==> config.mk <==
export PLATFORM = sky130hd
export DESIGN_NAME = scrx_channel
export DESIGN_NICKNAME = d
export VERILOG_FILES = /design/src/common/scrx_pkg.sv /design/src/core/scrx_channel.sv /design/src/core/scrx_rx_filter.sv
export VERILOG_INCLUDE_DIRS = /design/src /design/src/common
export SDC_FILE = /design/constraint.sdc
export NUM_CORES = 1
export LEC_CHECK = 0
export ABC_AREA = 1
export BUFFER_PORTS_ARGS = -buffer_cell sky130_fd_sc_hd__buf_2
export CORE_MARGIN = 5
export CORE_UTILIZATION = 65
export CTS_CLUSTER_SIZE = 10
export DETAILED_ROUTE_END_ITERATION = 10
export PLACE_DENSITY = 0.86
export SYNTH_ARGS = -nofsm -noshare
export SYNTH_HDL_FRONTEND = slang
export SYNTH_SLANG_ARGS = --single-unit
==> constraint.sdc <==
create_clock -name clk_sys -period 7.6 [get_ports clk_sys]
set_input_delay 0.38 -clock clk_sys [delete_from_list [all_inputs] [get_ports clk_sys]]
set_output_delay 0.38 -clock clk_sys [all_outputs]
set_load 0.005 [all_outputs]
==> src/common/scrx_cfg.svh <==
// register offsets, field positions, reset values and timing counts of the serial channel
// assumes byte addresses on an 8-bit register port with 32-bit data
`ifndef SCRX_CFG_SVH
`define SCRX_CFG_SVH

`define SCRX_ADDR_W      8
`define SCRX_DATA_W      32

`define SCRX_OFF_BUF     8'h00
`define SCRX_OFF_CTRL    8'h04
`define SCRX_OFF_MODE0   8'h08
`define SCRX_OFF_MODE2   8'h0C
`define SCRX_OFF_FCNF    8'h10
`define SCRX_OFF_STAT    8'h14

`define SCRX_CR_EDGE     0
`define SCRX_CR_DIR      1
`define SCRX_CR_FERR     2
`define SCRX_CR_PERR     3
`define SCRX_CR_OERR     4
`define SCRX_CR_PEN      5
`define SCRX_CR_PEVEN    6
`define SCRX_CR_RB8      7
`define SCRX_CR_TB8      8

`define SCRX_M0_UART     0
`define SCRX_M0_NINE     1
`define SCRX_M0_WAKE     2
`define SCRX_M0_RXE      3
`define SCRX_M0_TXE      4

`define SCRX_M2_DBL      0
`define SCRX_M2_RBFULL   1
`define SCRX_M2_TX_BUFFER_EMPTY_FLAG    2

`define SCRX_FC_EN       0
`define SCRX_FC_ASTOP    1
`define SCRX_FC_DPX      2
`define SCRX_FC_RIL      4
`define SCRX_FC_RGE      6

`define SCRX_ST_RLVL     0
`define SCRX_ST_TLVL     4
`define SCRX_ST_RXBUSY   8
`define SCRX_ST_TXBUSY   9

`define SCRX_TX_BUFFER_EMPTY_FLAG_RST   1'b1
`define SCRX_FIFO_DEPTH  4
`define SCRX_FILT_LEN    3
`define SCRX_OS_LAST     4'hF
`define SCRX_OS_SAMPLE   4'h7
`define SCRX_RX_LAST8    4'h9
`define SCRX_RX_LAST9    4'hA
`define SCRX_TX_LEN8     4'hA
`define SCRX_TX_LEN9     4'hB
`define SCRX_IO_BITS     4'h8
`define SCRX_IO_LAST     4'h7
`define SCRX_DPX_RX      2'h1
`define SCRX_DPX_TX      2'h2
`define SCRX_DPX_FULL    2'h3
`define SCRX_FULL_CAP    3'h2
`define SCRX_RIL_ZERO    3'h4

`endif

==> src/common/scrx_pkg.sv <==
// types shared by the serial channel datapath
// assumes scrx_cfg.svh holds the numeric constants
package scrx_pkg;

  typedef enum logic {SCRX_IDLE, SCRX_BUSY} scrx_state_t;

  typedef struct packed {
    logic       ninth;
    logic [7:0] data;
  } scrx_frame_t;

  typedef struct packed {
    logic       uart;
    logic       nine;
    logic       wake;
    logic       edge_sel;
    logic       clk_in;
    logic       par_en;
    logic       par_even;
    logic       tb8;
    logic       dbl;
    logic       fifo_en;
    logic       astop;
    logic [1:0] dpx;
    logic [1:0] ril;
    logic       rge;
  } scrx_cfg_t;

endpackage

==> src/core/scrx_channel.sv <==
// serial channel receive and transmit datapath: uart and clocked modes, buffers and fifos
// assumes serial_sample_clock is a one-cycle pulse from an outside baud generator on clk_sys
`timescale 1ns/1ps
`include "scrx_cfg.svh"

module scrx_channel #(
  parameter int RX_FIFO_DEPTH = `SCRX_FIFO_DEPTH,
  parameter int TX_FIFO_DEPTH = `SCRX_FIFO_DEPTH
) (
  input  wire logic                    clk_sys,
  input  wire logic                    rst_n,
  input  wire logic                    clk_en,
  input  wire logic                    serial_sample_clock,
  input  wire logic [`SCRX_ADDR_W-1:0] reg_addr,
  input  wire logic [`SCRX_DATA_W-1:0] reg_wdata,
  input  wire logic                    reg_wr,
  input  wire logic                    reg_rd,
  output logic      [`SCRX_DATA_W-1:0] reg_rdata,
  input  wire logic                    receive_data_pin,
  output logic                         transmit_data_pin,
  input  wire logic                    serial_clock_pin_i,
  output logic                         serial_clock_pin_o,
  output logic                         serial_clock_pin_oe,
  output logic                         receive_interrupt,
  output logic                         transmit_interrupt
);
  localparam int LW = 3;
  if (RX_FIFO_DEPTH < 2 || RX_FIFO_DEPTH > 7 || TX_FIFO_DEPTH < 2 || TX_FIFO_DEPTH > 7) begin : g_bad_depth
    $error("fifo depth out of range");
  end

  scrx_pkg::scrx_cfg_t   cfg_reg;
  scrx_pkg::scrx_state_t rx_st_reg;
  scrx_pkg::scrx_frame_t rx_buf_reg;
  scrx_pkg::scrx_frame_t rx_hold_reg;
  logic                  rxe_reg;
  logic                  txe_reg;
  logic                  oerr_reg;
  logic                  perr_reg;
  logic                  ferr_reg;
  logic                  rb8_reg;
  logic                  rx_full_reg;
  logic                  rx_held_reg;
  logic [3:0]            rx_os_reg;
  logic [3:0]            rx_bit_reg;
  logic [8:0]            rx_sh_reg;
  logic [7:0]            rf_mem_reg [RX_FIFO_DEPTH];
  logic [LW-1:0]         rf_lvl_reg;
  logic [7:0]            tb_data_reg;
  logic                  tb_full_reg;
  logic                  tx_buffer_empty_flag_reg;
  logic [7:0]            tf_mem_reg [TX_FIFO_DEPTH];
  logic [LW-1:0]         tf_lvl_reg;
  logic                  tx_busy_reg;
  logic [3:0]            tx_os_reg;
  logic [3:0]            tx_cnt_reg;
  logic [10:0]           tx_sh_reg;
  logic                  txd_reg;
  logic                  sclk_reg;
  logic                  sck_s1_reg;
  logic                  sck_s2_reg;
  logic                  sck_s3_reg;
  logic [`SCRX_DATA_W-1:0] rdata_reg;
  logic                  rx_int_reg;
  logic                  tx_int_reg;
  logic                  rxd_sync;
  logic                  rxd_filt;

  scrx_rx_filter #(.LEN(`SCRX_FILT_LEN)) u_filter (
    .clk_sys     (clk_sys),
    .rst_n       (rst_n),
    .clk_en      (clk_en),
    .sample_tick (serial_sample_clock),
    .pin_async   (receive_data_pin),
    .pin_sync    (rxd_sync),
    .level       (rxd_filt)
  );

  // mode decode
  wire tick      = serial_sample_clock;
  wire uart      = cfg_reg.uart;
  wire drv       = !uart && !cfg_reg.clk_in;
  wire rx_dbl    = cfg_reg.dbl || !drv;
  wire nine_bits = cfg_reg.nine || cfg_reg.par_en;
  wire rf_en     = cfg_reg.fifo_en && cfg_reg.dbl && (cfg_reg.dpx == `SCRX_DPX_RX || cfg_reg.dpx == `SCRX_DPX_FULL);
  wire tf_en     = cfg_reg.fifo_en && cfg_reg.dbl && (cfg_reg.dpx == `SCRX_DPX_TX || cfg_reg.dpx == `SCRX_DPX_FULL);
  wire [LW-1:0] rf_cap = (cfg_reg.dpx == `SCRX_DPX_FULL) ? `SCRX_FULL_CAP : LW'(RX_FIFO_DEPTH);
  wire [LW-1:0] tf_cap = (cfg_reg.dpx == `SCRX_DPX_FULL) ? `SCRX_FULL_CAP : LW'(TX_FIFO_DEPTH);

  // register port decode
  wire wr_buf   = reg_wr && reg_addr == `SCRX_OFF_BUF;
  wire wr_ctrl  = reg_wr && reg_addr == `SCRX_OFF_CTRL;
  wire wr_mode0 = reg_wr && reg_addr == `SCRX_OFF_MODE0;
  wire wr_mode2 = reg_wr && reg_addr == `SCRX_OFF_MODE2;
  wire wr_fcnf  = reg_wr && reg_addr == `SCRX_OFF_FCNF;
  wire rd_buf   = reg_rd && reg_addr == `SCRX_OFF_BUF;
  wire rd_ctrl  = reg_rd && reg_addr == `SCRX_OFF_CTRL;

  // serial clock edges, own or from the pin
  wire rx_stop   = drv && (rx_dbl ? rx_held_reg : rx_full_reg);
  wire sclk_run  = (rxe_reg && !rx_stop) || (tx_busy_reg && txe_reg) || !sclk_reg;
  wire int_step  = drv && tick && sclk_run;
  wire int_rise  = int_step && !sclk_reg;
  wire int_fall  = int_step && sclk_reg;
  wire ext_rise  = !uart && !drv && sck_s2_reg && !sck_s3_reg;
  wire ext_fall  = !uart && !drv && !sck_s2_reg && sck_s3_reg;
  wire samp_edge = drv ? int_rise : (cfg_reg.edge_sel ? ext_fall : ext_rise);
  wire drv_edge  = drv ? int_fall : (cfg_reg.edge_sel ? ext_rise : ext_fall);

  // receive frame assembly
  wire       rx_in      = uart ? rxd_filt : rxd_sync;
  wire [8:0] rx_sh_in   = {rx_in, rx_sh_reg[8:1]};
  wire [3:0] rx_last    = nine_bits ? `SCRX_RX_LAST9 : `SCRX_RX_LAST8;
  wire       rx_mid     = uart && tick && rx_st_reg == scrx_pkg::SCRX_BUSY && rx_os_reg == `SCRX_OS_SAMPLE;
  wire       io_samp    = !uart && samp_edge && rxe_reg && !rx_stop;
  wire       rx_done    = rxe_reg && ((rx_mid && rx_bit_reg == rx_last) || (io_samp && rx_bit_reg == `SCRX_IO_LAST));
  wire [8:0] rx_word    = uart ? rx_sh_reg : rx_sh_in;
  wire       wide       = uart && nine_bits;
  scrx_pkg::scrx_frame_t rx_frame;
  assign rx_frame.data  = wide ? rx_word[7:0] : rx_word[8:1];
  assign rx_frame.ninth = wide && rx_word[8];
  wire par_bad  = uart && cfg_reg.par_en && !cfg_reg.nine && ((^rx_word) ~^ cfg_reg.par_even);
  wire fr_bad   = uart && !rxd_filt;

  // receive buffer and fifo movement
  wire          rf_pop       = rd_buf && rf_en && rf_lvl_reg != '0;
  wire          buf_rd       = rd_buf && !rf_pop;
  wire          rf_room      = rf_lvl_reg != rf_cap || rf_pop;
  wire          buf_to_fifo  = rf_en && rx_full_reg && rf_room;
  wire          buf_avail    = !rx_full_reg || buf_rd || buf_to_fifo;
  wire          hold_to_buf  = rx_held_reg && buf_avail;
  wire          frame_to_buf = rx_done && buf_avail && !rx_held_reg;
  wire          hold_ok      = (rf_en && cfg_reg.astop) || (drv && rx_dbl);
  wire          frame_hold   = rx_done && !buf_avail && !rx_held_reg && hold_ok;
  wire          overrun      = rx_done && !buf_avail && !hold_ok;
  wire          buf_load     = hold_to_buf || frame_to_buf;
  wire          auto_clr     = frame_hold && rf_en && cfg_reg.astop;
  scrx_pkg::scrx_frame_t buf_in;
  assign buf_in = hold_to_buf ? rx_hold_reg : rx_frame;
  wire [LW-1:0] rf_wr_idx    = LW'(rf_lvl_reg - {{(LW-1){1'b0}}, rf_pop});
  wire [LW-1:0] rf_lvl_next  = LW'(rf_wr_idx + {{(LW-1){1'b0}}, buf_to_fifo});
  wire [LW-1:0] ril_n        = (cfg_reg.ril == 2'h0) ? `SCRX_RIL_ZERO : {1'b0, cfg_reg.ril};
  wire          rf_hit       = cfg_reg.rge ? rf_lvl_next >= ril_n : rf_lvl_next == ril_n;
  wire          wake_ok      = !(uart && cfg_reg.nine && cfg_reg.wake) || buf_in.ninth;
  wire          rx_int       = rf_en ? ((buf_to_fifo || rf_pop) && rf_hit) : (buf_load && wake_ok);
  wire [7:0]    rd_data      = rf_pop ? rf_mem_reg[0] : rx_buf_reg.data;

  // transmit buffer, fifo and shifter
  wire          tx_bitclk   = uart && tick && tx_os_reg == `SCRX_OS_LAST;
  wire          tx_step     = tx_busy_reg && txe_reg && (uart ? tx_bitclk : drv_edge);
  wire [3:0]    tx_len      = !uart ? `SCRX_IO_BITS : (nine_bits ? `SCRX_TX_LEN9 : `SCRX_TX_LEN8);
  wire          tx_done     = tx_busy_reg && txe_reg && tx_cnt_reg == tx_len && (uart ? tx_bitclk : samp_edge);
  wire          tx_free     = !tx_busy_reg || tx_done;
  wire          tb_move     = cfg_reg.dbl && tb_full_reg && tx_free && txe_reg;
  wire          tb_refill   = tf_en && (!tb_full_reg || tb_move) && tf_lvl_reg != '0;
  wire          wr_to_tb    = wr_buf && cfg_reg.dbl && (!tb_full_reg || tb_move) && !tb_refill;
  wire          wr_to_tf    = wr_buf && tf_en && !wr_to_tb && (tf_lvl_reg != tf_cap || tb_refill);
  wire          wr_to_sh    = wr_buf && !cfg_reg.dbl && tx_free;
  wire          sh_load     = tb_move || wr_to_sh;
  wire [7:0]    sh_data     = wr_to_sh ? reg_wdata[7:0] : tb_data_reg;
  wire          tx_ninth    = cfg_reg.nine ? cfg_reg.tb8 : ((^sh_data) ~^ cfg_reg.par_even);
  wire [10:0]   sh_frame    = !uart ? {3'h7, sh_data} : (nine_bits ? {1'b1, tx_ninth, sh_data, 1'b0}
                                                                   : {2'h3, sh_data, 1'b0});
  wire [LW-1:0] tf_wr_idx   = LW'(tf_lvl_reg - {{(LW-1){1'b0}}, tb_refill});
  wire          tx_int      = cfg_reg.dbl ? tb_move : tx_done;

  // register read words, declared ahead of the read data flop that samples them
  wire [`SCRX_DATA_W-1:0] ctrl_word = {23'h0, cfg_reg.tb8, rb8_reg, cfg_reg.par_even, cfg_reg.par_en,
                                       oerr_reg, perr_reg, ferr_reg, cfg_reg.clk_in, cfg_reg.edge_sel};
  wire [`SCRX_DATA_W-1:0] mode0_word = {27'h0, txe_reg, rxe_reg, cfg_reg.wake, cfg_reg.nine, cfg_reg.uart};
  wire [`SCRX_DATA_W-1:0] mode2_word = {29'h0, tx_buffer_empty_flag_reg, rx_full_reg, cfg_reg.dbl};
  wire [`SCRX_DATA_W-1:0] fcnf_word  = {25'h0, cfg_reg.rge, cfg_reg.ril, cfg_reg.dpx, cfg_reg.astop, cfg_reg.fifo_en};
  wire [`SCRX_DATA_W-1:0] stat_word  = {22'h0, tx_busy_reg, rx_st_reg == scrx_pkg::SCRX_BUSY, 1'b0, tf_lvl_reg,
                                        1'b0, rf_lvl_reg};
  wire [`SCRX_DATA_W-1:0] rd_word    = (reg_addr == `SCRX_OFF_BUF)   ? {24'h0, rd_data} :
                                       (reg_addr == `SCRX_OFF_CTRL)  ? ctrl_word :
                                       (reg_addr == `SCRX_OFF_MODE0) ? mode0_word :
                                       (reg_addr == `SCRX_OFF_MODE2) ? mode2_word :
                                       (reg_addr == `SCRX_OFF_FCNF)  ? fcnf_word :
                                       (reg_addr == `SCRX_OFF_STAT)  ? stat_word : '0;

  // control, mode and error registers
  always_ff @(posedge clk_sys) begin
    if (!rst_n) begin
      cfg_reg  <= '0;
      rxe_reg  <= 1'b0;
      txe_reg  <= 1'b0;
      oerr_reg <= 1'b0;
      perr_reg <= 1'b0;
      ferr_reg <= 1'b0;
    end else if (clk_en) begin
      if (wr_ctrl) begin
        cfg_reg.edge_sel <= reg_wdata[`SCRX_CR_EDGE];
        cfg_reg.clk_in   <= reg_wdata[`SCRX_CR_DIR];
        cfg_reg.par_en   <= reg_wdata[`SCRX_CR_PEN];
        cfg_reg.par_even <= reg_wdata[`SCRX_CR_PEVEN];
        cfg_reg.tb8      <= reg_wdata[`SCRX_CR_TB8];
      end
      if (wr_mode0) begin
        cfg_reg.uart <= reg_wdata[`SCRX_M0_UART];
        cfg_reg.nine <= reg_wdata[`SCRX_M0_NINE];
        cfg_reg.wake <= reg_wdata[`SCRX_M0_WAKE];
        txe_reg      <= reg_wdata[`SCRX_M0_TXE];
      end
      if (wr_mode2) begin
        cfg_reg.dbl <= reg_wdata[`SCRX_M2_DBL];
      end
      if (wr_fcnf) begin
        cfg_reg.fifo_en <= reg_wdata[`SCRX_FC_EN];
        cfg_reg.astop   <= reg_wdata[`SCRX_FC_ASTOP];
        cfg_reg.dpx     <= reg_wdata[`SCRX_FC_DPX +: 2];
        cfg_reg.ril     <= reg_wdata[`SCRX_FC_RIL +: 2];
        cfg_reg.rge     <= reg_wdata[`SCRX_FC_RGE];
      end
      if (wr_mode0) begin
        rxe_reg <= reg_wdata[`SCRX_M0_RXE];
      end else if (auto_clr) begin
        rxe_reg <= 1'b0;
      end
      oerr_reg <= overrun || (oerr_reg && !rd_ctrl);
      perr_reg <= (rx_done && par_bad) || (perr_reg && !rd_ctrl);
      ferr_reg <= (rx_done && fr_bad) || (ferr_reg && !rd_ctrl);
    end
  end

  // receive sampling and bit counting
  always_ff @(posedge clk_sys) begin
    if (!rst_n) begin
      rx_st_reg  <= scrx_pkg::SCRX_IDLE;
      rx_os_reg  <= 4'h0;
      rx_bit_reg <= 4'h0;
      rx_sh_reg  <= 9'h000;
    end else if (clk_en) begin
      if (!rxe_reg) begin
        rx_st_reg  <= scrx_pkg::SCRX_IDLE;
        rx_bit_reg <= 4'h0;
      end else if (uart && tick) begin
        unique case (rx_st_reg)
          scrx_pkg::SCRX_IDLE: begin
            if (!rxd_filt) begin
              rx_st_reg  <= scrx_pkg::SCRX_BUSY;
              rx_os_reg  <= 4'h0;
              rx_bit_reg <= 4'h0;
            end
          end
          scrx_pkg::SCRX_BUSY: begin
            rx_os_reg <= rx_os_reg + 4'h1;
            if (rx_os_reg == `SCRX_OS_SAMPLE) begin
              if ((rx_bit_reg == 4'h0 && rxd_filt) || rx_bit_reg == rx_last) begin
                rx_st_reg <= scrx_pkg::SCRX_IDLE;
              end else begin
                if (rx_bit_reg != 4'h0) begin
                  rx_sh_reg <= rx_sh_in;
                end
                rx_bit_reg <= rx_bit_reg + 4'h1;
              end
            end
          end
        endcase
      end else if (io_samp) begin
        rx_sh_reg  <= rx_sh_in;
        rx_bit_reg <= (rx_bit_reg == `SCRX_IO_LAST) ? 4'h0 : rx_bit_reg + 4'h1;
      end
    end
  end

  // receive buffer, hold stage and full flag
  always_ff @(posedge clk_sys) begin
    if (!rst_n) begin
      rx_buf_reg  <= '0;
      rx_hold_reg <= '0;
      rx_full_reg <= 1'b0;
      rx_held_reg <= 1'b0;
      rb8_reg     <= 1'b0;
      rf_lvl_reg  <= '0;
    end else if (clk_en) begin
      if (buf_load) begin
        rx_buf_reg <= buf_in;
        rb8_reg    <= buf_in.ninth;
      end
      rx_full_reg <= buf_load || (rx_full_reg && !buf_rd && !buf_to_fifo);
      if (frame_hold) begin
        rx_hold_reg <= rx_frame;
      end
      rx_held_reg <= frame_hold || (rx_held_reg && !hold_to_buf);
      rf_lvl_reg  <= rf_lvl_next;
    end
  end

  for (genvar i = 0; i < RX_FIFO_DEPTH; i++) begin : g_rf
    wire [7:0] shifted = (rf_pop && i + 1 < RX_FIFO_DEPTH) ? rf_mem_reg[(i + 1) % RX_FIFO_DEPTH] : rf_mem_reg[i];
    always_ff @(posedge clk_sys) begin
      if (!rst_n) begin
        rf_mem_reg[i] <= 8'h00;
      end else if (clk_en) begin
        rf_mem_reg[i] <= (buf_to_fifo && rf_wr_idx == LW'(i)) ? rx_buf_reg.data : shifted;
      end
    end
  end

  for (genvar i = 0; i < TX_FIFO_DEPTH; i++) begin : g_tf
    wire [7:0] shifted = (tb_refill && i + 1 < TX_FIFO_DEPTH) ? tf_mem_reg[(i + 1) % TX_FIFO_DEPTH] : tf_mem_reg[i];
    always_ff @(posedge clk_sys) begin
      if (!rst_n) begin
        tf_mem_reg[i] <= 8'h00;
      end else if (clk_en) begin
        tf_mem_reg[i] <= (wr_to_tf && tf_wr_idx == LW'(i)) ? reg_wdata[7:0] : shifted;
      end
    end
  end

  // transmit buffer and fifo level
  always_ff @(posedge clk_sys) begin
    if (!rst_n) begin
      tb_data_reg <= 8'h00;
      tb_full_reg <= 1'b0;
      tx_buffer_empty_flag_reg   <= `SCRX_TX_BUFFER_EMPTY_FLAG_RST;
      tf_lvl_reg  <= '0;
    end else if (clk_en) begin
      if (tb_refill) begin
        tb_data_reg <= tf_mem_reg[0];
      end else if (wr_to_tb) begin
        tb_data_reg <= reg_wdata[7:0];
      end
      tb_full_reg <= tb_refill || wr_to_tb || (tb_full_reg && !tb_move);
      tx_buffer_empty_flag_reg   <= (tx_buffer_empty_flag_reg || tb_move) && !(tb_refill || wr_to_tb);
      tf_lvl_reg  <= LW'(tf_wr_idx + {{(LW-1){1'b0}}, wr_to_tf});
    end
  end

  // transmit counter and shifter
  always_ff @(posedge clk_sys) begin
    if (!rst_n) begin
      tx_os_reg   <= 4'h0;
      tx_busy_reg <= 1'b0;
      tx_cnt_reg  <= 4'h0;
      tx_sh_reg   <= 11'h7FF;
      txd_reg     <= 1'b1;
    end else if (clk_en) begin
      if (uart && tick) begin
        tx_os_reg <= tx_os_reg + 4'h1;
      end
      if (sh_load) begin
        tx_busy_reg <= 1'b1;
        tx_cnt_reg  <= 4'h0;
        tx_sh_reg   <= sh_frame;
      end else if (tx_done) begin
        tx_busy_reg <= 1'b0;
      end else if (tx_step && tx_cnt_reg != tx_len) begin
        txd_reg    <= tx_sh_reg[0];
        tx_sh_reg  <= {1'b1, tx_sh_reg[10:1]};
        tx_cnt_reg <= tx_cnt_reg + 4'h1;
      end
    end
  end

  // serial clock pin, read data and interrupt pulses
  always_ff @(posedge clk_sys) begin
    if (!rst_n) begin
      sck_s1_reg <= 1'b1;
      sck_s2_reg <= 1'b1;
      sck_s3_reg <= 1'b1;
      sclk_reg   <= 1'b1;
      rdata_reg  <= '0;
      rx_int_reg <= 1'b0;
      tx_int_reg <= 1'b0;
    end else if (clk_en) begin
      sck_s1_reg <= serial_clock_pin_i;
      sck_s2_reg <= sck_s1_reg;
      sck_s3_reg <= sck_s2_reg;
      if (int_step) begin
        sclk_reg <= !sclk_reg;
      end else if (!drv) begin
        sclk_reg <= 1'b1;
      end
      if (reg_rd) begin
        rdata_reg <= rd_word;
      end
      rx_int_reg <= rx_int;
      tx_int_reg <= tx_int;
    end
  end

  assign reg_rdata           = rdata_reg;
  assign transmit_data_pin   = txd_reg;
  assign serial_clock_pin_o  = sclk_reg;
  assign serial_clock_pin_oe = drv;
  assign receive_interrupt   = rx_int_reg;
  assign transmit_interrupt  = tx_int_reg;
endmodule // scrx_channel

==> src/core/scrx_rx_filter.sv <==
// receive line synchroniser and consecutive-match filter
// assumes sample_tick is a one-cycle pulse on clk_sys
`timescale 1ns/1ps
`include "scrx_cfg.svh"

module scrx_rx_filter #(
  parameter int LEN = `SCRX_FILT_LEN
) (
  input  wire logic clk_sys,
  input  wire logic rst_n,
  input  wire logic clk_en,
  input  wire logic sample_tick,
  input  wire logic pin_async,
  output logic      pin_sync,
  output logic      level
);
  if (LEN < 2 || LEN > 8) begin : g_bad_len
    $error("filter length out of range");
  end

  logic           s1_reg;
  logic           s2_reg;
  logic [LEN-1:0] hist_reg;
  logic           level_reg;
  wire            all_one  = &hist_reg;
  wire            all_zero = ~|hist_reg;

  always_ff @(posedge clk_sys) begin
    if (!rst_n) begin
      s1_reg    <= 1'b1;
      s2_reg    <= 1'b1;
      hist_reg  <= '1;
      level_reg <= 1'b1;
    end else if (clk_en) begin
      s1_reg <= pin_async;
      s2_reg <= s1_reg;
      if (sample_tick) begin
        hist_reg <= {hist_reg[LEN-2:0], s2_reg};
        if (all_one) begin
          level_reg <= 1'b1;
        end else if (all_zero) begin
          level_reg <= 1'b0;
        end
      end
    end
  end

  assign pin_sync = s2_reg;
  assign level    = level_reg;
endmodule // scrx_rx_filter

# --- Word level (Yosys, flattened, before mapping) ---
# Memories as Yosys holds them, arrays and structs flattened.
# Cells that the tools add are included.
totals:
  inputBits: 48
  regBits: 140
  mem_count: 2
  mem_bits_rw: 64
  out_inout_bits: 37
op_classes:
  order_cmp: 1
  add_sub_neg: 8
  n_eq_ne: 36
  bitwise_logic: 13
  n_reduce_logical: 185
  mux: 93
mem_list:
  columns: ["memory", "words", "word_bits", "rd", "rd_ports_with_merged_regs", "wr", "line", "text"]
  rows:
  - ["rf_mem_reg", 4, 8, 4, 0, 4, "scrx_channel.sv:47", "logic [7:0] rf_mem_reg [RX_FIFO_DEPTH];"]
  - ["tf_mem_reg", 4, 8, 4, 0, 4, "scrx_channel.sv:52", "logic [7:0] tf_mem_reg [TX_FIFO_DEPTH];"]
op_table:
  columns: ["operator", "n"]
  rows:
  - ["$mux 8", 27]
  - ["$logic_and 1x1->1", 95]
  - ["$mux 10", 8]
  - ["$mux 9", 8]
  - ["$mux 4", 10]
  - ["$mux 11", 3]
  - ["$mux 1", 30]
  - ["$reduce_and 2->1", 14]
  - ["$logic_or 1x1->1", 27]
  - ["$logic_not 1->1", 26]
  - ["$add 4x1->4 const B", 4]
  - ["$eq 8x4->1 const B", 2]
  - ["$eq 8x5->1 const B", 2]
  - ["$pmux 4 s2", 2]
  - ["$eq 3x2->1 const B", 4]
  - ["$ne 2x1->1 const B", 6]
  - ["$reduce_bool 2->1", 5]
  - ["$reduce_and 3->1", 3]
  - ["$reduce_xor 9->1", 1]
  - ["$eq 4x3->1 const B", 2]
  - ["$eq 4x4->1", 2]
  - ["$eq 8x3->1 const B", 1]
  - ["$logic_not 8->1", 1]
  - ["$ne 4x4->1 const B", 2]
  - ["other kinds (29)", 51]

# --- Logic depth before layout (Yosys ltp) ---
# Gate-level depths: netlist of the first run.
depth:
  ltp_word: 29
  ltp_mapped: 22
  mapped_depth_nobuf: 21

# --- Hierarchy ---
# From an unflattened synthesis of the first run, not the netlist that was laid out.
unflattened:
  hier_cells: 1192
  hier_area_um2: 9409.0
by_module_without_submodules:
  columns: ["module", "area_each_um2", "instances", "seq_area_each_um2", "cells_per_inst"]
  rows:
  - ["scrx_channel", 9172.5, 1, 4144.0, 1160]
  - ["scrx_rx_filter", 236.5, 1, 120.1, 32]

# --- Least setup slack after synthesis of the first run ---
# OpenSTA, ideal clock, no wires.
synth_timing:
  kind: "reg2reg"
  from: "reg, netlist name uart"
  to: "mem tf_mem_reg[3][2] (netlist: tf_mem_reg[1][10]), enable pin"
  setup_time_ns: 0.398
  path_stages_with_launch: 16
  period_less_slack_ns: 3.651
  n_path_buf: 2
  t_arrival_ns: 3.253
  slack_ns: 3.949
  required_ns: 7.202
  path_cell_list: "dfxtp_1 > buf_2 > nor2_1 > nand2_1 > nand3_1 > nand3_1 > nand2_1 > nand2_1 > nand2_1 > nand2_1 > clkinv_1 > buf_2 > ha_1 > ha_1 > xor2_1 > o41ai_1"
synth_lines:
  columns: ["item", "line"]
  rows:
  - ["end, declared", "scrx_channel.sv:52"]

==> summary.md, run 1 <==
| Metric | Value |
|---|---|
| RSZ-0062 raised after global routing | `false` |
| Routed vias/inst | `5.82` |
| CP max FO | `23` |
| Clk slew on worst S/H paths | `0.07 ns` |
| VDD IR max | `0.194 mV` |
| Crit Path Category | `flip-flop to flip-flop` |
| Worst-Margin Slew | `1.09 ns` |
| Vias in the first global route | `7424` |
| Ant. Diodes | `0` |
| # Max-Cap Violations | `0` |
| Area of the core region | `14000 um^2` |
| I/O pins | `85` |
| Postcts setup bufs | `0` |
| Flops & latches, synth | `181` |
| Number of synthesized flops with an enable pin | `64` |
| Final hold violation count | `0` |
| Syn_area_per_cell | `7.83 um^2` |
| Worst path slowest cell | `dfxtp_1` |
| Crit. End Element | `flip-flop` |
| Layout cells sized above 1 | `9.16%` |
| Status | `complete, no violations` |
| Standby leakage power | `4.23 nW` |
| Largest net degree at the start of global routing | `61` |
| Post-DR wirelength/cell | `15.8 um` |
| Initial core utilization | `66.6%` |
| Number of core rows | `43` |
| Hpwl dp | `15500 um` |
| Post-layout nets | `1274` |
| TNS Setup | `0 ns` |
| Initial antenna violation count | `0` |
| P&R area growth vs syn | `8.05%` |
| Root buffer cell | `clkbuf_16` |
| Slew headroom | `26.4%` |
| Yosys top cell area share | `25.1%` |
| Worst Path Buf+Inv | `2` |
| Die W | `130 um` |
| Post-DRT Antenna Nets | `0` |
| Post-synth top cells | `193 x nand2_1, 148 x inv_1, 129 x a21oi_1` |
| Final setup fails | `0` |
| Hold buffers post-CTS | `0` |
| Final Max Tran Viols | `0` |
| Post-cts sizing count | `0` |
| Clock buffer depth | `2` |
| Crit path max-delay family | `simple AND/OR/NAND/NOR gates` |
| Yosys warnings | `0` |
| Async set-reset flop share out of synthesis | `0%` |
| Die area | `16800 um^2` |
| DRC viols | `0` |
| Most common cell in the netlist | `nand2_1` |
| Via count | `8169` |
| Critical path, cell by cell | `inv_2 -> nand2_1 -> nor2_1 -> nand2_1 -> nand3_1 -> nand3_1 -> nand2_1 -> nand2_1 -> nand2_1 -> nand2_1 -> clkinv_1 -> ha_1 -> ha_1 -> xor2_1 -> nor3_1 -> nand2_2 -> a21oi_1` |
| Placer Congestion | `0.915` |
| Worst-Skew Late Latency | `0.44 ns` |
| FILL cells | `1086` |
| Most frequent CP cell | `nand2_1` |
| Htree depth | `4` |
| Port Buf Inserts | `39` |
| Mapped Area | `9320 um^2` |
| Hold crit path type | `input port to flip-flop` |
| Global Route Usage Sum | `27.0%` |
| Final period util | `68.1%` |
| Total routed wirelength | `22100 um` |
| Worst Path Required | `7.67 ns` |
| Clock sinks | `181` |
| Final min period | `5.18 ns` |
| Grt ovf | `0` |
| Critical path arrival | `5.25 ns` |
| Cells after Synth | `1190` |
| CTS Buf Count | `17` |
| Place WS | `2.50 ns` |
| Die height | `130 um` |
| Pwr dens | `199 nW/um^2` |
| Final worst slack | `2.42 ns` |
| Most used DFF post-synth | `dfxtp_1` |
| Pre-antenna DRT Iters | `5` |
| Fmax | `0.193 GHz` |
| Max incr delay on CP | `0.89 ns` |
| Crit path launch type | `flip-flop` |
| Synth top area cells | `dfxtp_1 25%, edfxtp_1 21%, nand2_1 7.8%, a21oi_1 6.9%, o21ai_0 6.2%` |
| DRT iter0 DRCs | `773` |
| WHS | `0.208 ns` |
| Largest area contributor in the netlist | `dfxtp_1` |
| Skew final | `0.0107 ns` |
| Sequential share of the synthesized area | `45.7%` |
| Global-route wire length before repair | `36100 um` |
| Yosys cell types | `51` |
| CTS tree | `built` |
[cells in the final DEF, fill, tap and decap left out, types with 6 or more instances in the layout]
master / instances
dfxtp_1: 117
o21ai_0: 116
ha_1: 16
edfxtp_1: 64
o211ai_1: 7
nor3_1: 15
a31oi_1: 8
a21oi_1: 129
o221ai_1: 6
conb_1: 22
buf_2: 39
nor2_1: 100
o22ai_1: 6
buf_4: 8
inv_1: 148
nand3_1: 61
nand4_1: 10
a211oi_1: 50
nand2_1: 193
xor2_1: 8
inv_2: 10
clkbuf_16: 17
[final timing paths]
path	start	end	slack (ns)	depth (start not counted)
worst max-delay path	uart	tf_mem_reg[1][5]	2.42	17
worst max register to register	uart	tf_mem_reg[1][5]	2.42	17
worst min-delay path	reg_wdata[8]	cfg_reg[8]	0.21	3
worst min register to register	rx_hold_reg[6]	rx_hold_reg[6]	0.45	2
[layout make-up]
type / count / area [um^2] / share of cell area, %
Clock buffer: 18 / 429 / 4.26
Sequential cell: 181 / 4260 / 42.3
Multi-Input combinational cell: 803 / 4150 / 41.2
Timing Repair Buffer: 47 / 255 / 2.53
Clock inverter: 14 / 153 / 1.52
Inverter: 160 / 601 / 5.96
Tap cell: 180 / 225 / 2.24
[worst reg2reg max path, cell delays in order (launching register included)]
cell      delay [ns]
dfxtp_1         0.89
inv_2           0.28
nand2_1         0.19
nor2_1          0.07
nand2_1         0.07
nand3_1         0.07
nand3_1         0.12
nand2_1         0.27
nand2_1         0.23
nand2_1         0.13
nand2_1         0.15
clkinv_1        0.43
ha_1            0.41
ha_1            0.20
xor2_1          0.21
nor3_1          0.25
nand2_2         0.24
a21oi_1         0.61
[kinds of logic (layout without fill, tap and decap cells)]
| group | after synthesis | in the layout | synth area share [%] |
|---|---|---|---|
| simple gates | 401 | 401 | 18.4 |
| compound gates | 350 | 350 | 21.7 |
| buf+inv | 227 | 239 | 10.6 |
| flops | 181 | 181 | 45.7 |
| fa+ha+maj | 16 | 16 | 2.15 |
| xor+xnor | 13 | 13 | 1.22 |
| other cells | 1 | 22 | 0.0402 |
| mux | 1 | 1 | 0.121 |
[routing by layer]
layer  vias up  track usage, %  share of wire (%)
met2       342            42.7                 46
met5         -               0                  0
met3        48            5.73                8.3
met4         0            10.7                2.2
li1       4051               -                  -
met1      3728            36.7                 43
[through the flow]
| step | instance area, um^2 | util [%] | std cells | total power [mW] |
|---|---|---|---|---|
| finish | 10100 | 72.0 | 1403 | 2.01 |
| global placement | 9490 | 67.8 | 1371 | 1.14 |
| detailed placement | 9490 | 67.8 | 1371 | 1.15 |
| global route | 10100 | 72.0 | 1403 | 2.07 |
| CTS | 10100 | 72.0 | 1403 | 2.01 |
| floorplan | 9400 | - | 1211 | 1.12 |
[power by group]
group	total [mW]	internal [mW]	leakage, nW	switching (mW)
registers	1.04	1.03	1.60	0.00820
clock network	0.879	0.489	0.276	0.390
logic	0.0898	0.0230	2.36	0.0668
Note: power is estimated with default switching activity, not from simulation.
==> inputs of run 2 (changes only) <==
- ABC_AREA: 1 -> 0
- CORE_UTILIZATION: 65 -> 55
- PLACE_DENSITY: 0.86 -> 0.77
- clock period: 7.6 -> 4.3 ns (I/O delays scaled with it)
==> summary.md, run 2 <==
| Metric | Value |
|---|---|
| Status | `complete, no violations` |
| Final min period | `3.93 ns` |
| Pwr dens | `328 nW/um^2` |
| Ant. Diodes | `0` |
| Number of synthesized flops with an enable pin | `64` |
| Mapped Area | `9990 um^2` |
| Post-Synth Simple-Gate Area | `17.7%` |
| Grt met3 use | `3.12%` |
| FILL cells | `1480` |
| Multiplexer share of the synthesized area | `14.3%` |
| Hold depth | `3` |
| Hpwl dp | `16000 um` |
| Pre-antenna DRT Iters | `6` |
| Slew headroom | `25.5%` |
| Largest area contributor in the netlist | `dfxtp_1` |
| Commonest non-fill, non-tap cells in the layout | `124 x mux2i_1, 116 x dfxtp_1, 112 x nor2_1` |
| Root buffer cell | `clkbuf_16` |
| Worst-Skew Late Latency | `0.44 ns` |
| Synth Area in Adders | `2.00%` |
| Placer Congestion | `0.991` |
| Clock sinks | `181` |
| Final hold violation count | `0` |
| Synth Area in XOR/XNOR | `3.07%` |
| Placement-stage cell area | `10200 um^2` |
| CTS tree | `built` |
| Via count | `7836` |
| Htree depth | `4` |
| Final setup fails | `0` |
| Yosys cell types | `87` |
| Finished Layout Cells | `1315` |
| Fmax | `0.255 GHz` |
| Async set-reset flop share out of synthesis | `0%` |
| Global Route Usage Sum | `22.4%` |
| Post-Place Cells | `1281` |
| VDD IR max | `0.263 mV` |
| Critical path arrival | `4.07 ns` |
| Flops & latches, synth | `181` |
| Crit Reg-Reg Endpoint | `tf_mem_reg[1][0]` |
| Post-synth top cells | `124 x mux2i_1, 117 x dfxtp_1, 113 x nor2_1` |
| Number of core rows | `49` |
| Cells after Synth | `1066` |
| # Max-Cap Violations | `0` |
| P&R area growth vs syn | `8.35%` |
| R2r setup slk | `0.37 ns` |
| Yosys top cell area share | `23.4%` |
| Largest net degree at the start of global routing | `73` |
| Area of the core region | `17900 um^2` |
| Largest family of logic cells by synthesized area | `simple AND/OR/NAND/NOR gates` |
| Most common cell after layout, fill and taps aside | `mux2i_1` |
| Layout cells sized above 1 | `13.6%` |
| Grt ovf | `0` |
| Clk slew on worst S/H paths | `0.07 ns` |
| Total routed wirelength | `22900 um` |
| Clock buffer depth | `2` |
| I/O pins | `85` |
| Global-route wire length before repair | `37300 um` |
| FF-to-FF Start | `sck_s2_reg` |
| Final Max Tran Viols | `0` |
| WHS | `0.0491 ns` |
| Max incr delay on CP | `0.40 ns` |
| Yosys warnings | `0` |
| Initial core utilization | `55.8%` |
| Final instance area | `10800 um^2` |
| Final period util | `91.3%` |
| Standby leakage power | `4.47 nW` |
| Port Buf Inserts | `39` |
| FF-to-FF path depth | `13` |
| CP max FO | `13` |
| Most used DFF post-synth | `dfxtp_1` |
| Worst-Margin Slew | `1.11 ns` |
| DRC viols | `0` |
| Most frequent CP cell | `ha_1` |
| Vias in the first global route | `7429` |
| Routed vias/inst | `5.96` |
| Hold crit path type | `input port to flip-flop` |
| Hold Crit Endpoint | `cfg_reg[8]` |
| DRT iter0 DRCs | `810` |
| Post-DRT Antenna Nets | `0` |
| CTS Buf Count | `17` |
| Worst path slowest cell | `dfxtp_1` |
| Crit path launch type | `flip-flop` |
| Die height | `145 um` |
| Syn_area_per_cell | `9.37 um^2` |
| Crit Path Category | `flip-flop to flip-flop` |
| Tot Pwr | `3.55 mW` |
| Worst Path Required | `4.45 ns` |
| RSZ-0062 raised after global routing | `false` |
| Critical Path Start | `sck_s2_reg` |
| Die area | `21000 um^2` |
| Compound-Gate Fraction of Synth Area | `13.7%` |
| Sequential share of the synthesized area | `42.7%` |
| Critical path, cell by cell | `or3b_1 -> and3_4 -> o31ai_4 -> a31oi_2 -> a21o_1 -> inv_2 -> ha_1 -> ha_1 -> xor2_1 -> nor4b_1 -> o21ai_2 -> a31oi_1 -> buf_4` |
| Skew final | `0.0125 ns` |
| Initial antenna violation count | `0` |
| Post-DR wirelength/cell | `17.4 um` |
| Crit. End Element | `flip-flop` |
| TNS Setup | `0 ns` |
| Routing usage on met1 | `30.1%` |
| Die W | `145 um` |
| M2 GR Usage | `36.6%` |
| Most common cell in the netlist | `mux2i_1` |
| Synth top area cells | `dfxtp_1 23%, edfxtp_1 19%, mux2i_1 12%, nor2_1 4.2%, nand2_1 3.6%` |
| Post-layout nets | `1137` |
| Top Usage Layer GRT | `met2` |
| Hold Path Origin | `reg_wdata[8]` |
run 2: cell count changes in the layout (fill, tap and decap cells not counted), sizes merged, moves of 16 or more:
cell,before,now
mux2i,0,124
inv,163,47
nand2,199,96
a21oi,130,63
o21ai,124,61
a211oi,51,4
nand3,62,38
xnor2,5,27
and3,0,18
buf,47,63
run 2: per-layer routing:
metal / share of wire (%) / vias up
met1: 43 / 3739
met3: 6.6 / 42
li1: - / 3783
met4: 2.1 / 0
met5: 0 / -
met2: 48 / 272
run 2: cell families (layout without fill, tap and decap cells):
| family | after synthesis | after routing |
|---|---|---|
| compound gates | 206 | 206 |
| xor+xnor | 35 | 35 |
| fa+ha+maj | 16 | 16 |
| buf+inv | 137 | 136 |
| flops | 181 | 181 |
| mux | 133 | 133 |
| other cells | 1 | 22 |
| simple gates | 357 | 357 |
run 2: worst max-delay path by stage:
| stage | to | depth (start not counted) |
|---|---|---|
| floorplan | tf_mem_reg[1][10] | 11 |
| global placement | tf_mem_reg[1][3] | 12 |
| detailed placement | tf_mem_reg[1][5] | 13 |
| CTS | tf_mem_reg[1][0] | 13 |
| global route | tf_mem_reg[0][15] | 12 |
| finish | tf_mem_reg[1][0] | 13 |
run 2: power by group:
part | leakage [nW] | switching [mW] | internal [mW] | total, mW
Sequential | 1.59 | 0.0150 | 1.81 | 1.83
Clock | 0.280 | 0.723 | 0.822 | 1.54
Combinational | 2.60 | 0.121 | 0.0574 | 0.178
Total | 4.47 | 0.859 | 2.69 | 3.55
run 2: layout make-up:
cell class	instances	area (um^2)	area share [%]
Clock buffer	19	433	4.00
Multi-Input combinational cell	769	5160	47.7
Sequential cell	181	4270	39.4
Tap cell	229	287	2.65
Inverter	39	146	1.35
Timing Repair Buffer	65	395	3.65
Clock inverter	13	139	1.28
run 2: per-stage QoR:
stage / worst slack [ns] / util, %
after floorplan: 0.443 / -
after global placement: 0.462 / 57.1
after detailed placement: 0.384 / 57.1
after CTS: 0.361 / 60.4
after global routing: 0.140 / 60.5
final: 0.374 / 60.5
run 2: what timing repair did:
item	in CTS	in global routing
resized for setup	0	1
endpoints found under the setup margin	0	8
buffers inserted	0	0
endpoints found under the hold margin	2	0
hold buffers	2	0
run 2: critical path: cells and delay by family (launching register included):
family,cells,cell delay (ns)
AO/OA/AOI/OAI,5,1.36
XOR/XNOR,1,0.13
adder cells (fa/ha/maj),2,0.39
buffers and inverters,2,0.41
flip-flops,1,0.40
AND/OR/NAND/NOR,3,0.95
